--- src/logic/sutc_pkg.sv ---
// Constants for the serial transmit control block: offsets, fields,
// reset values, baud prescales and the transmitter state type.
// Assumes a 200 MHz core clock and a 32-bit Avalon-MM register bus.
package sutc_pkg;
  // ----------------------------------------------------------------
  // Register byte offsets
  // ----------------------------------------------------------------
  localparam logic [7:0] OFF_TXSC   = 8'h98;
  localparam logic [7:0] OFF_RXSC   = 8'h9C;
  localparam logic [7:0] OFF_DIR    = 8'hA0;
  localparam logic [7:0] OFF_TXDATA = 8'hA4;
  localparam logic [7:0] OFF_BAUD   = 8'hA8;
  localparam logic [7:0] OFF_ISTAT  = 8'hAC;
  localparam logic [7:0] OFF_IMASK  = 8'hB0;

  // ----------------------------------------------------------------
  // Field positions and reset values
  // ----------------------------------------------------------------
  localparam int TXSC_CLK_SRC = 7;
  localparam int TXSC_NINE    = 6;
  localparam int TXSC_TX_ON   = 5;
  localparam int TXSC_SYNC    = 4;
  localparam int TXSC_HIGH    = 2;
  localparam int TXSC_EMPTY   = 1;
  localparam int TXSC_NINTH   = 0;
  localparam logic [7:0] TXSC_WR_MASK = 8'hF5;
  localparam logic [7:0] TXSC_RST     = 8'h00;
  localparam int RXSC_PORT_ON = 7;
  localparam int RXSC_SINGLE  = 5;
  localparam int RXSC_CONT    = 4;
  localparam logic [7:0] RXSC_WR_MASK = 8'hB0;
  localparam logic [7:0] RXSC_RST     = 8'h00;
  localparam int DIR_TX_PIN = 6;
  localparam int DIR_RX_PIN = 7;
  localparam logic [7:0] DIR_WR_MASK = 8'hC0;
  localparam logic [7:0] DIR_RST     = 8'hC0;
  localparam logic [7:0] BAUD_RST    = 8'h00;
  localparam int IRQ_BUF  = 0;
  localparam int IRQ_DONE = 1;
  localparam logic [1:0] IRQ_RST = 2'h0;

  // ----------------------------------------------------------------
  // Baud prescales: clocks per bit per divisor step
  // ----------------------------------------------------------------
  localparam logic [6:0] PRE_HIGH = 7'h10;
  localparam logic [6:0] PRE_LOW  = 7'h40;
  localparam logic [6:0] PRE_SYNC = 7'h04;

  typedef enum logic [1:0] {
    SUTC_IDLE  = 2'b00,
    SUTC_START = 2'b01,
    SUTC_DATA  = 2'b10,
    SUTC_STOP  = 2'b11
  } sutc_state_t;
endpackage : sutc_pkg

--- src/logic/sutc_eng_if.sv ---
// Bundle between the register side and the transmit engine.
// Assumes both ends share one clock.
`timescale 1ns/100ps
interface sutc_eng_if;
  logic       sync;
  logic       master;
  logic       nine;
  logic       enable;
  logic       high;
  logic [7:0] div;
  logic       load;
  logic [8:0] data;
  logic       ck_in;
  logic       empty;
  logic       done;
  logic       line;
  logic       ck_out;

  modport ctrl (output sync, master, nine, enable, high, div, load, data, ck_in,
                input  empty, done, line, ck_out);
  modport eng  (input  sync, master, nine, enable, high, div, load, data, ck_in,
                output empty, done, line, ck_out);
endinterface : sutc_eng_if

--- src/logic/sutc_engine.sv ---
// Transmit shift engine: async frames, sync master and sync slave.
// Assumes ck_in is already synchronised to clock.
`timescale 1ns/100ps
module sutc_engine (
  input  wire logic  clock,
  input  wire logic  nrst,
  sutc_eng_if.eng    e
);
  sutc_pkg::sutc_state_t st_q, st_d;
  logic [8:0]  sh_q, sh_d;
  logic [3:0]  bit_q, bit_d;
  logic [15:0] cnt_q, cnt_d;
  logic        line_q, line_d;
  logic        ck_q, ck_d;
  logic        ckp_q;
  logic        done_q, done_d;
  logic [6:0]  pre;
  logic [15:0] per;
  logic        tick;
  logic        adv;
  logic [3:0]  last;

  // ----------------------------------------------------------------
  // Next state
  // ----------------------------------------------------------------
  always_comb begin
    pre  = e.sync ? sutc_pkg::PRE_SYNC : (e.high ? sutc_pkg::PRE_HIGH : sutc_pkg::PRE_LOW);
    per  = 16'(pre) * (16'(e.div) + 16'h0001);
    tick = (cnt_q == 16'h0000);
    // slave shifts on external clock fall
    adv  = (e.sync && !e.master) ? (ckp_q && !e.ck_in) : tick;
    last = e.nine ? 4'h8 : 4'h7;
    st_d   = st_q;
    sh_d   = sh_q;
    bit_d  = bit_q;
    cnt_d  = tick ? per - 16'h0001 : cnt_q - 16'h0001;
    line_d = line_q;
    done_d = 1'b0;
    case (st_q)
      sutc_pkg::SUTC_IDLE: begin
        line_d = 1'b1;
        if (e.load && e.enable) begin
          sh_d   = e.data;
          bit_d  = 4'h0;
          cnt_d  = per - 16'h0001;
          // sync skips start and stop bits
          st_d   = e.sync ? sutc_pkg::SUTC_DATA : sutc_pkg::SUTC_START;
          line_d = e.sync ? e.data[0] : 1'b0;
        end
      end
      sutc_pkg::SUTC_START: begin
        if (tick) begin
          st_d   = sutc_pkg::SUTC_DATA;
          line_d = sh_q[0];
        end
      end
      sutc_pkg::SUTC_DATA: begin
        if (adv) begin
          if (bit_q == last) begin
            st_d   = e.sync ? sutc_pkg::SUTC_IDLE : sutc_pkg::SUTC_STOP;
            line_d = 1'b1;
            done_d = e.sync;
          end else begin
            bit_d  = bit_q + 4'h1;
            sh_d   = {1'b0, sh_q[8:1]};
            line_d = sh_q[1];
          end
        end
      end
      default: begin
        if (tick) begin
          st_d   = sutc_pkg::SUTC_IDLE;
          done_d = 1'b1;
        end
      end
    endcase
    // dropping the gate aborts the frame
    if (!e.enable) begin
      st_d   = sutc_pkg::SUTC_IDLE;
      line_d = 1'b1;
    end
    // master clock high in second half of bit
    ck_d = e.sync && e.master && (st_d == sutc_pkg::SUTC_DATA) && (cnt_d < {1'b0, per[15:1]});
  end

  // Registers
  always_ff @(posedge clock or negedge nrst) begin
    if (!nrst) begin
      st_q   <= sutc_pkg::SUTC_IDLE;
      sh_q   <= 9'h000;
      bit_q  <= 4'h0;
      cnt_q  <= 16'h0000;
      line_q <= 1'b1;
      ck_q   <= 1'b0;
      ckp_q  <= 1'b0;
      done_q <= 1'b0;
    end else begin
      st_q   <= st_d;
      sh_q   <= sh_d;
      bit_q  <= bit_d;
      cnt_q  <= cnt_d;
      line_q <= line_d;
      ck_q   <= ck_d;
      ckp_q  <= e.ck_in;
      done_q <= done_d;
    end
  end

  assign e.empty  = (st_q == sutc_pkg::SUTC_IDLE);
  assign e.done   = done_q;
  assign e.line   = line_q;
  assign e.ck_out = ck_q;
endmodule : sutc_engine

--- src/logic/sutc_top.sv ---
// Serial transmit control block with Avalon-MM register slave,
// one-word transmit buffer, interrupt logic and pin steering.
// Assumes pins arrive asynchronously and are resolved by the bench.
//
// Added by the designer: the Avalon-MM interface to the registers.
`timescale 1ns/100ps

// How it works
// - Three modes: async full duplex, sync master and sync slave half duplex.
// - Bit 7 in sync picks master with internal clock or slave.
// - Bit 5 enables the transmitter; clear disables it.
// - In sync mode a receive enable overrides the transmit enable.
// - Bit 3 is unimplemented, reads zero, ignores writes.
// - Bit 2 picks high or low baud range, async only.
// - Read-only bit 1 is one while the shift register is empty.
// - Bit 0 holds the ninth transmitted bit, usable as parity.
// - Reset clears writable bits; empty status reads one.
module sutc_top (
  input  wire logic        clock,
  input  wire logic        nrst,
  input  wire logic [7:0]  avs_address,
  input  wire logic        avs_read,
  input  wire logic        avs_write,
  input  wire logic [31:0] avs_writedata,
  input  wire logic [3:0]  avs_byteenable,
  output logic      [31:0] avs_readdata,
  output logic             avs_waitrequest,
  output logic             irq,
  input  wire logic        tx_ck_in,
  output logic             tx_ck_out,
  output logic             tx_ck_oe,
  input  wire logic        rx_dt_in,
  output logic             rx_dt_out,
  output logic             rx_dt_oe
);
  // ----------------------------------------------------------------
  // Declarations
  // ----------------------------------------------------------------
  sutc_eng_if eif ();
  logic [1:0]  pin_raw;
  logic [1:0]  sync1_q;
  logic [1:0]  sync2_q;
  logic        ack_q, ack_d;
  logic [31:0] rdata_q, rdata_d;
  logic [7:0]  txsc_q, txsc_d;
  logic [7:0]  rxsc_q, rxsc_d;
  logic [7:0]  dir_q, dir_d;
  logic [7:0]  baud_q, baud_d;
  logic [8:0]  buf_q, buf_d;
  logic        full_q, full_d;
  logic [1:0]  istat_q, istat_d;
  logic [1:0]  imask_q, imask_d;
  logic        irq_q, irq_d;
  logic [7:0]  txsc_rd;
  logic        req;
  logic        wr;
  logic        rd;
  logic        port_on;
  logic        rx_prio;
  logic        en;
  logic        ld;
  logic [1:0]  ev;

  // Address match used for both read and write decode
  function automatic logic hit(input logic [7:0] a, input logic [7:0] off);
    hit = (a == off);
  endfunction : hit

  // ----------------------------------------------------------------
  // Pin synchronisers
  // ----------------------------------------------------------------
  assign pin_raw = {rx_dt_in, tx_ck_in};

  // Two flops per incoming pin
  generate
    for (genvar i = 0; i < 2; i++) begin : g_sync
      always_ff @(posedge clock or negedge nrst) begin
        if (!nrst) begin
          sync1_q[i] <= 1'b0;
          sync2_q[i] <= 1'b0;
        end else begin
          sync1_q[i] <= pin_raw[i];
          sync2_q[i] <= sync1_q[i];
        end
      end
    end
  endgenerate

  // ----------------------------------------------------------------
  // Bus handshake
  // ----------------------------------------------------------------
  // One wait cycle; a write lands on the edge after the wait, with waitrequest low
  assign req             = avs_read || avs_write;
  assign avs_waitrequest = req && !ack_q;
  assign wr              = avs_write && ack_q;
  assign rd              = avs_read && !ack_q;

  // Status view of the control register
  always_comb begin
    txsc_rd = txsc_q & sutc_pkg::TXSC_WR_MASK;
    txsc_rd[sutc_pkg::TXSC_EMPTY] = eif.empty;
  end

  // Read data mux, latched on the first cycle
  always_comb begin
    ack_d   = req && !ack_q;
    rdata_d = rdata_q;
    if (rd) begin
      rdata_d = 32'h0000_0000;
      // bit 3 always zero through the mask
      if (hit(avs_address, sutc_pkg::OFF_TXSC)) begin
        rdata_d[7:0] = txsc_rd;
      end else if (hit(avs_address, sutc_pkg::OFF_RXSC)) begin
        rdata_d[7:0] = rxsc_q;
      end else if (hit(avs_address, sutc_pkg::OFF_DIR)) begin
        rdata_d[7:0] = dir_q;
      end else if (hit(avs_address, sutc_pkg::OFF_TXDATA)) begin
        rdata_d[8:0] = buf_q;
      end else if (hit(avs_address, sutc_pkg::OFF_BAUD)) begin
        rdata_d[7:0] = baud_q;
      end else if (hit(avs_address, sutc_pkg::OFF_ISTAT)) begin
        rdata_d[1:0] = istat_q;
      end else if (hit(avs_address, sutc_pkg::OFF_IMASK)) begin
        rdata_d[1:0] = imask_q;
      end
    end
  end

  always_ff @(posedge clock or negedge nrst) begin
    if (!nrst) begin
      ack_q   <= 1'b0;
      rdata_q <= 32'h0000_0000;
    end else begin
      ack_q   <= ack_d;
      rdata_q <= rdata_d;
    end
  end

  assign avs_readdata = rdata_q;

  // ----------------------------------------------------------------
  // Control registers
  // ----------------------------------------------------------------
  // Writes honour byte lane 0 only; no field is wider than a byte
  always_comb begin
    txsc_d  = txsc_q;
    rxsc_d  = rxsc_q;
    dir_d   = dir_q;
    baud_d  = baud_q;
    imask_d = imask_q;
    if (wr && avs_byteenable[0]) begin
      if (hit(avs_address, sutc_pkg::OFF_TXSC)) begin
        txsc_d = avs_writedata[7:0] & sutc_pkg::TXSC_WR_MASK;
      end else if (hit(avs_address, sutc_pkg::OFF_RXSC)) begin
        rxsc_d = avs_writedata[7:0] & sutc_pkg::RXSC_WR_MASK;
      end else if (hit(avs_address, sutc_pkg::OFF_DIR)) begin
        dir_d = avs_writedata[7:0] & sutc_pkg::DIR_WR_MASK;
      end else if (hit(avs_address, sutc_pkg::OFF_BAUD)) begin
        baud_d = avs_writedata[7:0];
      end else if (hit(avs_address, sutc_pkg::OFF_IMASK)) begin
        imask_d = avs_writedata[1:0];
      end
    end
  end

  always_ff @(posedge clock or negedge nrst) begin
    if (!nrst) begin
      txsc_q  <= sutc_pkg::TXSC_RST;
      rxsc_q  <= sutc_pkg::RXSC_RST;
      dir_q   <= sutc_pkg::DIR_RST;
      baud_q  <= sutc_pkg::BAUD_RST;
      imask_q <= sutc_pkg::IRQ_RST;
    end else begin
      txsc_q  <= txsc_d;
      rxsc_q  <= rxsc_d;
      dir_q   <= dir_d;
      baud_q  <= baud_d;
      imask_q <= imask_d;
    end
  end

  // ----------------------------------------------------------------
  // Transmit gate and buffer
  // ----------------------------------------------------------------
  // pins serve only with port and both directions set
  assign port_on = rxsc_q[sutc_pkg::RXSC_PORT_ON] && dir_q[sutc_pkg::DIR_TX_PIN]
                   && dir_q[sutc_pkg::DIR_RX_PIN];
  // receive enable wins in sync mode
  assign rx_prio = txsc_q[sutc_pkg::TXSC_SYNC]
                   && (rxsc_q[sutc_pkg::RXSC_SINGLE] || rxsc_q[sutc_pkg::RXSC_CONT]);
  assign en      = txsc_q[sutc_pkg::TXSC_TX_ON] && port_on && !rx_prio;
  assign ld      = full_q && eif.empty && en;

  // Buffer fill by data write, drain into the shifter
  always_comb begin
    buf_d  = buf_q;
    full_d = full_q;
    if (ld) begin
      full_d = 1'b0;
    end
    if (wr && avs_byteenable[0] && !full_q && hit(avs_address, sutc_pkg::OFF_TXDATA)) begin
      // ninth bit captured with the byte
      buf_d  = {txsc_q[sutc_pkg::TXSC_NINTH], avs_writedata[7:0]};
      full_d = 1'b1;
    end
  end

  always_ff @(posedge clock or negedge nrst) begin
    if (!nrst) begin
      buf_q  <= 9'h000;
      full_q <= 1'b0;
    end else begin
      buf_q  <= buf_d;
      full_q <= full_d;
    end
  end

  // ----------------------------------------------------------------
  // Engine hookup
  // ----------------------------------------------------------------
  // mode select
  assign eif.sync   = txsc_q[sutc_pkg::TXSC_SYNC];
  assign eif.master = txsc_q[sutc_pkg::TXSC_CLK_SRC];
  assign eif.nine   = txsc_q[sutc_pkg::TXSC_NINE];
  assign eif.high   = txsc_q[sutc_pkg::TXSC_HIGH];
  assign eif.enable = en;
  assign eif.div    = baud_q;
  assign eif.load   = ld;
  assign eif.data   = buf_q;
  assign eif.ck_in  = sync2_q[0];

  sutc_engine u_engine (
    .clock (clock),
    .nrst  (nrst),
    .e     (eif)
  );

  // ----------------------------------------------------------------
  // Interrupts
  // ----------------------------------------------------------------
  assign ev = {eif.done, ld};

  // Sticky status, read clears, a new event wins over the clear
  always_comb begin
    istat_d = istat_q;
    if (rd && hit(avs_address, sutc_pkg::OFF_ISTAT)) begin
      istat_d = 2'h0;
    end
    istat_d = istat_d | ev;
    irq_d   = |(istat_d & imask_d);
  end

  always_ff @(posedge clock or negedge nrst) begin
    if (!nrst) begin
      istat_q <= sutc_pkg::IRQ_RST;
      irq_q   <= 1'b0;
    end else begin
      istat_q <= istat_d;
      irq_q   <= irq_d;
    end
  end

  assign irq = irq_q;

  // ----------------------------------------------------------------
  // Pin steering
  // ----------------------------------------------------------------
  // sync: clock on transmit pin, data on receive pin
  always_comb begin
    tx_ck_out = 1'b1;
    tx_ck_oe  = 1'b0;
    rx_dt_out = 1'b1;
    rx_dt_oe  = 1'b0;
    if (port_on) begin
      if (!eif.sync) begin
        tx_ck_out = eif.line;
        tx_ck_oe  = 1'b1;
      end else begin
        tx_ck_out = eif.ck_out;
        tx_ck_oe  = eif.master;
        rx_dt_out = eif.line;
        rx_dt_oe  = en;
      end
    end
  end
endmodule : sutc_top

--- config.mk ---
export PLATFORM = sky130hd
export DESIGN_NAME = sutc_top
export DESIGN_NICKNAME = d
export VERILOG_FILES = /design/src/logic/sutc_pkg.sv /design/src/logic/sutc_eng_if.sv /design/src/logic/sutc_engine.sv /design/src/logic/sutc_top.sv
export SDC_FILE = /design/constraint.sdc
export NUM_CORES = 1
export LEC_CHECK = 0
export ABC_AREA = 1
export BUFFER_PORTS_ARGS = -buffer_cell sky130_fd_sc_hd__buf_2
export CAP_MARGIN = 20
export CORE_AREA = 8 8 111 113
export DETAILED_ROUTE_END_ITERATION = 10
export DIE_AREA = 0 0 119 121
export HOLD_SLACK_MARGIN = 0.03
export PLACE_DENSITY_LB_ADDON = 0.1
export SYNTH_ARGS = -nofsm -noshare
export SYNTH_HDL_FRONTEND = slang
export SYNTH_SLANG_ARGS = --single-unit
--- constraint.sdc ---
create_clock -name clock -period 7.1 [get_ports clock]
set_input_delay 0 -clock clock [delete_from_list [all_inputs] [get_ports clock]]
set_output_delay 0 -clock clock [all_outputs]
set_load 0.1 [all_outputs]
; ---- After elaboration in Yosys (flattened, before gate mapping)
; Index checks and enable logic that the tools add are counted.
[word_totals]
wordCells = 152
inputBits = 50
output_inout_bits = 38
regBits = 81
[classes]
add_sub_neg = 4
multipliers = 1
n_eq_ne = 17
n_bitwise = 5
reduce_logical = 39
muxes = 64
order_cmp = 1
[op_table]
columns = op, count
row1 = "equality test 8 bit, second input constant", 7
row2 = two-way mux 16 bit, 3
row3 = two-way mux 2 bit, 18
row4 = two-way mux 8 bit, 4
row5 = "subtractor 16 x 1 -> 16 bit, second input constant", 2
row6 = two-way mux 9 bit, 3
row7 = two-way mux 1 bit, 24
row8 = logical AND 1 bit, 20
row9 = one-hot mux 9 bit (2 select lines), 1
row10 = logical NOT 16 bit, 1
row11 = < comparator 16 x 15 -> 1 bit, 1
row12 = multiplier 7 x 16 -> 16 bit, 1
row13 = two-way mux 4 bit, 4
row14 = two-way mux 7 bit, 2
row15 = "adder 8 x 1 -> 9 bit, second input constant", 1
row16 = one-hot mux 4 bit (2 select lines), 1
row17 = AND reduction 4 bit, 2
row18 = two-way mux 6 bit, 1
row19 = "!= test 3 x 2 -> 1 bit, second input constant", 2
row20 = one-hot mux 2 bit (3 select lines), 1
row21 = AND reduction 3 bit, 2
row22 = logical NOT 1 bit, 5
row23 = AND reduction 5 bit, 1
row24 = "adder 4 x 1 -> 4 bit, second input constant", 1
row25 = other kinds (16), 23

; ---- Logic depth before layout (Yosys ltp)
[depth]
word_depth = 12
depth_mapped = 31
depth_no_buf = 31

; ---- Hierarchy
; Synthesis repeated with hierarchy kept, for this count alone.
[unflattened]
cells_unflattened = 857
hier_area_um2 = 6578.8
[by_module_without_submodules]
columns = mod, n_inst, cells_each, seq_area_each_um2, area_each_um2
row1 = sutc_engine, 1, 556, 877.1, 4060.1
row2 = sutc_top, 1, 301, 1153.6, 2518.7

; ---- Least setup slack after synthesis
; Ideal clock, no wire load.
[synth_timing]
path_type = reg2reg
start = register txsc_q[4]
end = register u_engine.ck_q, in the netlist u_engine.e.ck_out
n_path_buf = 3
setup_time_ns = 0.073
required_time_ns = 7.027
synth_period_minus_slack_ns = 5.151
path_slack_ns = 1.949
arrival_time_ns = 5.078
stages_incl_launch_ff = 29
path_cell_list = dfrtp_1 buf_2 clkbuf_1 or2_2 clkbuf_1 nor2_1 ha_1 inv_1 fa_1 inv_1 ha_1 ha_1 ha_1 fa_1 xnor2_2 nand4_1 nand3b_1 or2_1 a21oi_2 or2_1 nand3_1 nand2_1 inv_1 ha_1 nor3_1 nand3_1 a21oi_1 nand2_1 a21oi_2
[synth_between]
elab_cells_between_ends = 25
cone_classes = 1 x add/sub / 1 x mul / 1 x order compare / 1 x eq/ne / 12 x mux / 9 x reduce/logical
[synth_rtl]
columns = element, line_no
row1 = "start, declared", sutc_top.sv:45  ; logic [7:0] txsc_q, txsc_d;
row2 = "start signal, assigned", sutc_top.sv:168  ; txsc_q <= sutc_pkg::TXSC_RST;
row3 = "start signal, assigned", sutc_top.sv:174  ; txsc_q <= txsc_d;
row4 = "parallel branches: the longest is 6 deep, another holds multiplier 7 x 16 -> 16 bit", -
row5 = two-way mux 16 bit *, sutc_engine.sv:39  ; case (st_q)
row6 = via u_engine.cnt_d[14], sutc_engine.sv:12  ; logic [15:0] cnt_q, cnt_d;
row7 = < comparator 16 x 15 -> 1 bit *, sutc_engine.sv:83  ; ck_d = e.sync && e.master && (st_d == sutc_pkg::SUTC_DATA) && (cnt_d < {1'b0, per[15:1]});
row8 = logical AND 1 bit *, sutc_engine.sv:83
row9 = via u_engine.ck_d, sutc_engine.sv:14  ; logic ck_q, ck_d;
row10 = "end signal, assigned", sutc_engine.sv:103  ; ck_q <= ck_d;
row11 = "end, declared", sutc_engine.sv:14
; Mark *: on every way through the listed nets, which the timed path passes.
; A chain may end at the register's enable or synchronous reset.

; ---- Worst setup path after layout
; Ends and elaborated chain as after synthesis.

==> flow_summary_export.csv <==
group,metric,value,unit
setup_path,worst_setup_path_end_kind,"register",
detailed_routing,vias,5162,
cts,clk_pin_slew,90,ps
detailed_routing,drt.antenna.violating_nets,0,
timing,max_freq,0.184,GHz
pwr,seqPwrFrac,50.4,%
synth,netlist_instances,775,
pwr,p_per_area,144,nW/um2
setup_path,cpMostUsedCell,"ha_1",
grt,grt_first_pass_wirelength,23100,um
grt,grt_overflow,0,
layout,ff_latch_area,2030,um2
pwr,power.internal,0.632,mW
setup_path,worstPathMaxFanout,9,
setup_path,crit_start,"txsc_q[4]",
detailed_routing,drc,0,
synth,ys_seq_area_share,34.2,%
synth,ys_warn_count,0,
pwr,p_comb_share,14.6,%
placement,place_inst,939,
pwr,clockPowerShare,35.0,%
floorplanning,start_util,55.9,%
timing,period_minus_slack,5440,ps
synth,async_flop_share,100,%
synth,synth.distinct_cells,49,
placement,io_buffers,36,
layout,final_cell_mix,"nand2_1 (188), inv_1 (87), nor2_1 (80)",
cts,cts_tree,"built",
timing,tns,0,ps
grt,grt_usage,19.5,%
setup_path,crit_required,7380,ps
detailed_routing,first_pass_iters,5,
pwr,ir_drop,0.120,mV
grt,grt_max_degree,82,
pwr,switchingPower,0.303,mW
floorplanning,ios,88,
pwr,sw_frac_of_total,32.4,%
cts,numCtsBuffers,9,
detailed_routing,via_per_inst,5.33,
cts,cts_sinks,81,
synth,synth_area,5930,um2
detailed_routing,wl_per_cell,14.3,um
layout,fin_nets,938,
detailed_routing,wl,13900,um
layout,fillers,955,
cts,h-tree-depth,3,
cts,worstSkewPairLatency,370,ps
layout,drive_above_1_share,11.8,%
run,drv_cap,0,
timing,slew_headroom,61.3,%
synth,syn_avg_cell_area,7.65,um2
grt,antenna_found_initial,0,
outcome,status,"complete, no violations",
timing,worst_pin_slew,578,ps
placement,hpwlAfterDp,10900,um
setup_path,crit_path_start_kind,"register",
layout,area_delta_synth_final,9.22,%
timing,finClkSkew,18.4,ps
setup_path,r2r-start,"txsc_q[4]",
floorplanning,coreArea,10600,um2
timing,fin_crit_sh,76.6,%
floorplanning,rows,38,
setup_path,r2r_setup_slack,1660,ps
cts,cts_buffer_depth,2,
setup_path,crit_arrival,5720,ps
synth,synthFlopType,"dfrtp_1",
placement,gp_congestion,0.907,
timing,hold_viol_final,0,
synth,yosysTopAreaCellShare,32.9,%
detailed_routing,drt_iter0_markers,358,
setup_path,cpMaxStageDelayCell,"fa_1",
cts,post_cts.repair.setup_buffers,0,
worst_hold_path,hold_class,"input pin to asynchronous set/reset pin",
cts,cts_hold_buffers,12,
synth,synth_area_leaders,"dfrtp_1 (33%), ha_1 (12%), nand2_1 (12%), inv_1 (5.5%), nor2_1 (5.1%)",
layout,final_common_cell,"nand2_1",
floorplanning,die_area,14400,um2
timing,slew_viol_final,0,
cts,ctsResizeCount,0,
layout,multiInputGateArea,3380,um2
setup_path,crit_type,"register to register",
layout,layout.cells.non_filler,968,
layout,antenna_cells,0,
synth,ys_seq_elements,81,
floorplanning,die_x,119,um
pwr,p_leak,3.41,nW
synth,yosysTopAreaCell,"dfrtp_1",
grt,grt_pass1_vias,4865,
setup_path,slowest_delay,530,ps
synth,synth_edf_count,0,
cts,cts-root-buf,"clkbuf_8",
timing,finalSetupViolations,0,
timing,rsz0062_at_grt,"no",
floorplanning,die_h,121,um
==> synth_stat cells (3+ instances only) <==
cell / instances
nor2_1: 80
inv_1: 87
fa_1: 6
nand3b_1: 5
buf_2: 4
a31oi_1: 12
nand3_2: 3
nand3_1: 41
o21ai_0: 59
xnor2_1: 6
nand4_1: 8
or2_2: 3
xor2_1: 13
o21ai_2: 6
buf_4: 25
a221oi_1: 3
dfstp_2: 3
dfrtp_1: 78
nand2_2: 6
ha_1: 59
a211oi_1: 3
or2_1: 3
clkbuf_1: 5
nor2_2: 7
o22ai_1: 3
inv_2: 6
nand2_1: 188
a21oi_1: 25
==> through the flow <==
step           hold slack [ps]  utilization [%]  area (um2)  worst slack (ps)  total power, mW
4_1_cts                   49.6             60.8        6450              1700            0.939
3_3_place_gp               112             57.9        6140              1830            0.608
3_5_place_dp               112             57.9        6140              1770            0.610
6_report                  53.2             61.1        6480              1660            0.935
5_1_grt                   73.6             61.1        6480              1280            0.966
2_1_floorplan             -296                -        6010              1950            0.591
==> worst max-delay path, delay by kind of cell (launching register included) <==
kind            cells  cell delay (ps)
fa+ha+maj           7             2240
simple gates       11             1690
buf+inv             4              390
flops               1              360
compound gates      3              360
xor+xnor            1              310
==> power groups by stage <==
| stage | Clock [mW] | Sequential, mW | Combinational [mW] |
|---|---|---|---|
| 3_5_place_dp | 0 | 0.480 | 0.129 |
| 6_report | 0.327 | 0.471 | 0.136 |
| 2_1_floorplan | 0 | 0.496 | 0.0951 |
| 3_3_place_gp | 0 | 0.480 | 0.128 |
| 5_1_grt | 0.349 | 0.472 | 0.146 |
| 4_1_cts | 0.333 | 0.471 | 0.135 |
==> logic make-up (layout without fill, tap and decap cells) <==
group | Yosys count | after routing | synth area share, %
flip-flops | 81 | 81 | 34.2
adder cells (fa/ha/maj) | 65 | 65 | 14.5
other | 1 | 23 | 0.0632
AND/OR/NAND/NOR | 352 | 352 | 25.6
multiplexers | 3 | 3 | 0.528
buffers and inverters | 131 | 162 | 10.1
XOR/XNOR | 20 | 20 | 3.08
AO/OA/AOI/OAI | 122 | 122 | 11.9
==> path summary, 6_finish.rpt <==
kind	to	cells after the start
max	u_engine.e.ck_out	26
min	u_engine.cnt_q[11]	2
max reg2reg	u_engine.e.ck_out	26
min reg2reg	eif.ck_in	0
max in group asynchronous	u_engine.e.line	3
min in group clock	avs_readdata[0]	4
==> registers in the layout, summed over array words and instances (netlist names), 2 cells and up <==
name / cells
u_engine.sh_q: 9
u_engine.st_q: 2
rxsc_q: 3
dir_q: 2
imask_q: 2
txsc_q: 6
u_engine.bit_q: 4
avs_readdata: 9
buf_q: 9
u_engine.cnt_q: 16
baud_q: 8
istat_q: 2
==> per-layer routing <==
| layer | part of all wire [%] | track usage [%] | vias to the layer above | wire length [um] |
|---|---|---|---|---|
| met2 | 46 | 30.9 | 139 | 6310 |
| met3 | 5.4 | 3.58 | 18 | 747 |
| li1 | - | - | 2578 | - |
| met4 | 1.3 | 5.85 | 0 | 174 |
| met1 | 48 | 26.7 | 2427 | 6630 |
| met5 | 0 | 0 | - | 0 |
==> final cells by class <==
class,count,area share (%)
clock buffers,10,2.13
well taps,140,2.70
repair buffers,51,5.33
multi-input cells,585,52.2
inverters,95,5.51
clock inverters,6,0.753
flip-flops and latches,81,31.4
(Power assumes the default switching activity.)
